<file path="config.mk">
export PLATFORM = sky130hd
export DESIGN_NAME = scbu_core
export DESIGN_NICKNAME = d
export VERILOG_FILES = /design/src/logic/scbu_pkg.sv /design/src/logic/scbu_shifter.sv /design/src/logic/scbu_core.sv
export SDC_FILE = /design/constraint.sdc
export NUM_CORES = 1
export LEC_CHECK = 0
export BUFFER_PORTS_ARGS = -buffer_cell sky130_fd_sc_hd__buf_2
export CELL_PAD_IN_SITES_DETAIL_PLACEMENT = 1
export CELL_PAD_IN_SITES_GLOBAL_PLACEMENT = 1
export CORE_MARGIN = 2
export CORE_UTILIZATION = 31
export CTS_BUF_LIST = sky130_fd_sc_hd__clkbuf_8
export CTS_CLUSTER_SIZE = 24
export DETAILED_ROUTE_END_ITERATION = 10
export GPL_TIMING_DRIVEN = 0
export PLACE_DENSITY_LB_ADDON = 0.1
export SLEW_MARGIN = 20
export SYNTH_ARGS = -nofsm -noshare
export SYNTH_HDL_FRONTEND = slang
export SYNTH_SLANG_ARGS = --single-unit
</file>
<file path="constraint.sdc">
create_clock -name core_clk -period 1.5 [get_ports core_clk]
set_input_delay 0.15 -clock core_clk [delete_from_list [all_inputs] [get_ports core_clk]]
set_output_delay 0.15 -clock core_clk [all_outputs]
set_load 0.01 [all_outputs]
</file>
<file path="src/logic/scbu_pkg.sv">
// package: opcodes, flag positions, reset values for the shift and carry-branch unit
// Overview of operation
// - memory shift-left moves bits up, bit 0 gets zero, old bit 7 to carry
// - accumulator A shift-left: zero into bit 0, old bit 7 into carry
// - accumulator B shift-left: zero into bit 0, old bit 7 into carry
// - double accumulator shift-left: 16-bit shift, carry from old bit 15
// - negative equals result msb; zero set only when whole result is zero
// - overflow equals negative xor carry after every shift
// - memory shift-left carry is the operand's old bit 7
// - memory arithmetic shift-right keeps bit 7, old bit 0 to carry
// - accumulator A arithmetic shift-right keeps sign, carry from old bit 0
// - accumulator B arithmetic shift-right keeps sign, carry from old bit 0
// - memory arithmetic shift-right carry is the operand's old bit 0
// - memory shifts accept extended and all indexed forms, one opcode each
package scbu_pkg;
    localparam logic [7:0] SCBU_OP_SHL_MEM_EXT = 8'h78;
    localparam logic [7:0] SCBU_OP_SHL_MEM_IDX = 8'h68;
    localparam logic [7:0] SCBU_OP_SAR_MEM_EXT = 8'h77;
    localparam logic [7:0] SCBU_OP_SAR_MEM_IDX = 8'h67;
    localparam logic [7:0] SCBU_OP_SHL_A       = 8'h48;
    localparam logic [7:0] SCBU_OP_SHL_B       = 8'h58;
    localparam logic [7:0] SCBU_OP_SHL_D       = 8'h59;
    localparam logic [7:0] SCBU_OP_SAR_A       = 8'h47;
    localparam logic [7:0] SCBU_OP_SAR_B       = 8'h57;
    localparam logic [7:0] SCBU_OP_BR_NC       = 8'h24;
    localparam int         SCBU_FLAG_C      = 0;
    localparam int         SCBU_FLAG_V      = 1;
    localparam int         SCBU_FLAG_Z      = 2;
    localparam int         SCBU_FLAG_N      = 3;
    localparam logic [7:0] SCBU_FLAGS_RST   = 8'hD0;
    localparam logic [15:0] SCBU_PC_STEP    = 16'h0002;
    localparam logic [15:0] SCBU_WORD_RST   = 16'h0000;
    typedef enum logic [3:0] {
        SCBU_NONE   = 4'b0000,
        SCBU_SHL_M  = 4'b0001,
        SCBU_SHL_A  = 4'b0010,
        SCBU_SHL_B  = 4'b0011,
        SCBU_SHL_D  = 4'b0100,
        SCBU_SAR_M  = 4'b0101,
        SCBU_SAR_A  = 4'b0110,
        SCBU_SAR_B  = 4'b0111,
        SCBU_BRNC   = 4'b1000
    } scbu_op_t;
endpackage

</file>
<file path="src/logic/scbu_shifter.sv">
// shifter: one-place shift of 8 or 16 bits with N Z V C flags
`timescale 1ns/1ns
module scbu_shifter
    import scbu_pkg::*;
(
    input  wire logic [15:0] operand,
    input  wire logic        wide,
    input  wire logic        right,
    output logic      [15:0] result,
    output logic             flag_n,
    output logic             flag_z,
    output logic             flag_v,
    output logic             flag_c
);
    always_comb begin
        if (right) begin
            // byte arithmetic right: sign bit held
            result = {8'h00, operand[7], operand[7:1]};
            flag_c = operand[0];
        end else if (wide) begin
            result = {operand[14:0], 1'b0};
            flag_c = operand[15];
        end else begin
            result = {8'h00, operand[6:0], 1'b0};
            flag_c = operand[7];
        end
        flag_n = wide ? result[15] : result[7];
        flag_z = wide ? (result == 16'h0000) : (result[7:0] == 8'h00);
        flag_v = flag_n ^ flag_c;
    end
endmodule

</file>
<file path="src/logic/scbu_core.sv">
// core: opcode decode, accumulator and flag update, carry-clear branch
`timescale 1ns/1ns
module scbu_core
    import scbu_pkg::*;
(
    input  wire logic        core_clk,
    input  wire logic        rst,
    input  wire logic        exec_valid,
    input  wire logic [7:0]  opcode,
    input  wire logic [7:0]  mem_data_in,
    input  wire logic [7:0]  rel_offset,
    input  wire logic [15:0] pc_in,
    input  wire logic        load_valid,
    input  wire logic [7:0]  load_acc_a,
    input  wire logic [7:0]  load_acc_b,
    input  wire logic [7:0]  load_flags,
    output logic      [7:0]  acc_a,
    output logic      [7:0]  acc_b,
    output logic      [7:0]  condition_flags,
    output logic      [7:0]  mem_data_out,
    output logic             mem_write,
    output logic      [15:0] pc_out,
    output logic             pc_load,
    output logic             illegal_op
);
    logic [7:0]  acc_a_q, acc_a_d, acc_b_q, acc_b_d, flags_q, flags_d;
    logic [7:0]  mem_q, mem_d;
    logic        mem_wr_q, mem_wr_d, pc_ld_q, pc_ld_d, ill_q, ill_d;
    logic [15:0] pc_q, pc_d, sh_in, sh_out;
    logic        sh_wide, sh_right, fn, fz, fv, fc;
    scbu_op_t    op;

    // one decoder serves operand select and the commit path
    function automatic scbu_op_t decode(input logic [7:0] code);
        if (code == SCBU_OP_SHL_MEM_EXT || code == SCBU_OP_SHL_MEM_IDX) begin
            decode = SCBU_SHL_M;
        end else if (code == SCBU_OP_SAR_MEM_EXT || code == SCBU_OP_SAR_MEM_IDX) begin
            decode = SCBU_SAR_M;
        end else if (code == SCBU_OP_SHL_A) begin
            decode = SCBU_SHL_A;
        end else if (code == SCBU_OP_SHL_B) begin
            decode = SCBU_SHL_B;
        end else if (code == SCBU_OP_SHL_D) begin
            decode = SCBU_SHL_D;
        end else if (code == SCBU_OP_SAR_A) begin
            decode = SCBU_SAR_A;
        end else if (code == SCBU_OP_SAR_B) begin
            decode = SCBU_SAR_B;
        end else if (code == SCBU_OP_BR_NC) begin
            decode = SCBU_BRNC;
        end else begin
            decode = SCBU_NONE;
        end
    endfunction

    assign op = decode(opcode);

    always_comb begin
        sh_wide  = (op == SCBU_SHL_D);
        sh_right = (op == SCBU_SAR_M) || (op == SCBU_SAR_A) || (op == SCBU_SAR_B);
        case (op)
            SCBU_SHL_A, SCBU_SAR_A: sh_in = {8'h00, acc_a_q};
            SCBU_SHL_B, SCBU_SAR_B: sh_in = {8'h00, acc_b_q};
            SCBU_SHL_D:             sh_in = {acc_a_q, acc_b_q};
            default:                sh_in = {8'h00, mem_data_in};
        endcase
    end

    scbu_shifter u_shift (
        .operand (sh_in),
        .wide    (sh_wide),
        .right   (sh_right),
        .result  (sh_out),
        .flag_n  (fn),
        .flag_z  (fz),
        .flag_v  (fv),
        .flag_c  (fc)
    );

    always_comb begin
        acc_a_d  = acc_a_q;
        acc_b_d  = acc_b_q;
        flags_d  = flags_q;
        mem_d    = mem_q;
        mem_wr_d = 1'b0;
        pc_d     = pc_q;
        pc_ld_d  = 1'b0;
        ill_d    = 1'b0;
        if (load_valid) begin
            acc_a_d = load_acc_a;
            acc_b_d = load_acc_b;
            flags_d = load_flags;
        end else if (exec_valid) begin
            // only N Z V C are rewritten, upper four flags ride through
            if (op != SCBU_NONE && op != SCBU_BRNC) begin
                flags_d[SCBU_FLAG_N] = fn;
                flags_d[SCBU_FLAG_Z] = fz;
                flags_d[SCBU_FLAG_V] = fv;
                flags_d[SCBU_FLAG_C] = fc;
            end
            case (op)
                SCBU_SHL_M, SCBU_SAR_M: begin
                    mem_d    = sh_out[7:0];
                    mem_wr_d = 1'b1;
                end
                SCBU_SHL_A, SCBU_SAR_A: acc_a_d = sh_out[7:0];
                SCBU_SHL_B, SCBU_SAR_B: acc_b_d = sh_out[7:0];
                SCBU_SHL_D: begin
                    acc_a_d = sh_out[15:8];
                    acc_b_d = sh_out[7:0];
                end
                SCBU_BRNC: begin
                    // flags untouched; offset sign-extended before the add
                    pc_ld_d = 1'b1;
                    if (!flags_q[SCBU_FLAG_C]) begin
                        pc_d = pc_in + SCBU_PC_STEP + {{8{rel_offset[7]}}, rel_offset};
                    end else begin
                        pc_d = pc_in + SCBU_PC_STEP;
                    end
                end
                default: ill_d = 1'b1;
            endcase
        end
    end

    always_ff @(posedge core_clk or posedge rst) begin
        if (rst) begin
            acc_a_q  <= 8'h00;
            acc_b_q  <= 8'h00;
            flags_q  <= SCBU_FLAGS_RST;
            mem_q    <= 8'h00;
            mem_wr_q <= 1'b0;
            pc_q     <= SCBU_WORD_RST;
            pc_ld_q  <= 1'b0;
            ill_q    <= 1'b0;
        end else begin
            acc_a_q  <= acc_a_d;
            acc_b_q  <= acc_b_d;
            flags_q  <= flags_d;
            mem_q    <= mem_d;
            mem_wr_q <= mem_wr_d;
            pc_q     <= pc_d;
            pc_ld_q  <= pc_ld_d;
            ill_q    <= ill_d;
        end
    end

    assign acc_a           = acc_a_q;
    assign acc_b           = acc_b_q;
    assign condition_flags = flags_q;
    assign mem_data_out    = mem_q;
    assign mem_write       = mem_wr_q;
    assign pc_out          = pc_q;
    assign pc_load         = pc_ld_q;
    assign illegal_op      = ill_q;
endmodule

</file>
==> out/metrics.cfg <==
[hold_path]
holdPathEnd = acc_b[1]
hp-start = load_acc_b[1]
hold_class = primary input to flip-flop
whs_path_depth = 2

[synth]
synth_commonest_cells = nand2_1 (54), dfrtp_1 (48), o21ai_0 (36), a21oi_1 (23), nor2_1 (20)
synth_nets = 497
synthTopCellsByArea = dfrtp_1 (33%), nand2_1 (5.6%), ha_1 (5.5%)
yosys.area.top_type_share_pct = 33.20
synth_cells = 412
synth_warnings = 0
ys_seq_area_share_pct = 35.37
synth.distinct_cells = 61
async_flop_share_pct = 100.0
synth-edff-count = 0
synth_ff_type = dfrtp_1
syn_area_per_cell_um2 = 8.783
synth_most_common_cell = nand2_1
synth-seq-cells = 51
netlist_area_um2 = 3618
synth_largest_area_cell = dfrtp_1

[worst_setup_path]
critical_path.cell_chain = buf_2, and2_1, and4_1, and2_4, nand2_1, xnor2_2, ha_2, nand4_1, o211ai_1, nand3_1, buf_4, a31oi_2, o31ai_2
worstSetupStartpointType = primary input
r2r_end = acc_a[7]
endpoint_kind = flip-flop
r2r_start = acc_a[7]
slowest_delay_ns = 0.37
rr_worst_depth = 7
crit_arrival_ns = 2.40
worst_path_dominant_cell_family = simple AND/OR/NAND/NOR gates
crit_buf_inv = 2
regToRegSetupSlack_ns = -0.33
cp_max_fo = 4
crit_type = primary input to flip-flop
cp_slowest_cell = ha_2
cp.required_ns = 1.69

[clocking]
cts.sinks = 51
cts_buffers = 5
clockBufferDepth = 2
htreeDepth = 2
cts_root_buffer = clkbuf_8
clock_latency_ns = 0.32
cts_tree = done
path_clk_slew_ns = 0.11

[die]
die_area_um2 = 12550
die_h_um = 112.0
start_util_pct = 31.69
die_w_um = 112.0
io_pins = 119
core_area_um2 = 11420
rows = 39

[timing]
rsz0062_at_grt = yes
relSlewSlack_pct = 54.86
min_period_ns = 2.205
slew_viol_final = 0
setup_viol = 39
fin_skew_ns = 0.01017
fin_ws_ns = -0.7051
finalHoldViolations = 0
timing.hold.ws_ns = 0.02271
tightest_slew_ns = 0.6771
final.period_utilization_pct = 147.0
fmax_ghz = 0.4535

[power_and_ir_drop]
ir_drop_mv = 0.3700
seq_power_share_pct = 37.2
pwr-share-comb_pct = 38.5
p_switching_mw = 1.452
power.density_nw_per_um2 = 712.6
p_int_mw = 2.763
swShare_pct = 34.44
leakagePower_nw = 2.758
clockPowerShare_pct = 24.3

[cells_and_area]
drive_gt1_share_pct = 52.43
finalNetCount = 681
area_growth_pct = 63.45

[global_route]
grt_usage_pct = 22.54
grt_pass1_wl_um = 22640
grt-ovfl-total = 0
grt_pass1_vias = 4302
grt_max_degree = 52
antenna_found_initial = 1

[run_status]
status = complete, but fails checks
violations = negative setup slack

[placed_design]
io_buffers = 117
preCtsSetupSlack_ns = -1.163
place_hpwl_um = 9664
routabilityCongestion = 0.8785

[routing]
routed_wl_um = 14390
first_pass_iters = 4
antenna_left = 0
via_count = 4089
routed_via_density = 5.518
wl_per_cell_um = 19.42
drcViolationCount = 0
first_iter_violations = 149

[flow_run]
max_cap_viol_count = 0

area by class of cell:
class | count | area [um^2]
well taps | 143 | 178.9
clock buffers | 5 | 68.82
diodes | 1 | 2.502
plain buffers | 13 | 70.07
repair buffers | 180 | 1210
multi-input cells | 336 | 3023
flip-flops and latches | 51 | 1281
inverters | 9 | 36.28
fillers | 1329 | 5504
clock inverters | 3 | 43.79
through the flow:
step	instances	power [mW]	setup TNS [ns]	utilization, %	area, um^2
finish	741	4.215	-10.35	51.80	5914
global route	741	4.445	-12.61	51.80	5914
CTS	724	4.074	-10.15	49.00	5595
detailed placement	672	2.676	-28.61	40.02	4569
global placement	672	2.647	-60.70	40.00	4567
floorplan	412	2.260	-10.31	-	3802
cells in the final DEF (no fill, tap or decap), types with 5 or more instances in the layout:
master / instances
ha_1: 7
a21o_1: 14
nand4_1: 7
a21oi_2: 9
mux2i_1: 6
xor2_1: 5
xnor2_2: 9
nor3_1: 5
o211ai_1: 11
o21ai_0: 8
dfrtp_1: 47
o21ai_1: 12
and4_1: 5
inv_1: 7
o21ai_2: 13
and2_1: 5
buf_2: 108
a221o_1: 6
buf_4: 47
o22ai_1: 7
a21oi_1: 11
buf_6: 17
o21a_1: 10
nand2_1: 49
clkbuf_1: 6
and2_4: 9
nor2_1: 19
clkbuf_8: 5
buf_8: 9
ha_4: 8
power by group through the flow:
stage	clock [mW]	sequential [mW]	combinational (mW)
after floorplan	0	1.61	0.652
after global routing	1.12	1.58	1.75
after global placement	0	1.58	1.07
after detailed placement	0	1.58	1.09
after CTS	1.06	1.56	1.45
final	1.02	1.57	1.62
cells by family (layout without fill, tap and decap cells):
logic type,Yosys count,count (layout),share of synthesized area (%)
adders and majority gates,17,17,6.086
DFF,51,51,35.37
muxes,14,14,4.011
xor gates and xnor gates,21,21,5.083
buffers and inverters,26,210,2.766
AOI/OAI and AO/OA,143,144,26.97
other,0,1,0
and+or+nand+nor,140,140,19.71
state kept, by name (all words and copies together) (netlist names):
signal / cells
pc_out: 16
acc_a: 8
acc_b: 8
condition_flags: 8
mem_data_out: 8
illegal_op: 1
mem_write: 1
pc_load: 1
per-layer routing:
metal	global-route usage (%)	vias to the layer above	wire, um
met1	27.26	2057	5905
met5	0	-	0
met3	2.430	24	520
met4	6.911	0	369
met2	42.10	105	7594
li1	-	1903	-
worst max-delay path by stage:
stage	startpoint	endpoint	cells after the start
floorplan	pc_in[6]	pc_out[15]	12
global placement	pc_in[1]	pc_out[11]	13
detailed placement	pc_in[1]	pc_out[11]	12
CTS	pc_in[6]	pc_out[15]	13
global route	pc_in[7]	pc_out[15]	12
finish	pc_in[7]	pc_out[15]	13
what timing repair did:
| item | 4_1_cts | 5_1_grt |
|---|---|---|
| hold buffers | 1 | 0 |
| resized for setup | 110 | 58 |
| endpoints found under the hold margin | 48 | 0 |
| pin swaps | 63 | 36 |
| endpoints found under the setup margin | 44 | 44 |
| setup buffers | 46 | 20 |
| gates cloned | 1 | 0 |
Note: power is estimated with default switching activity, not from simulation.
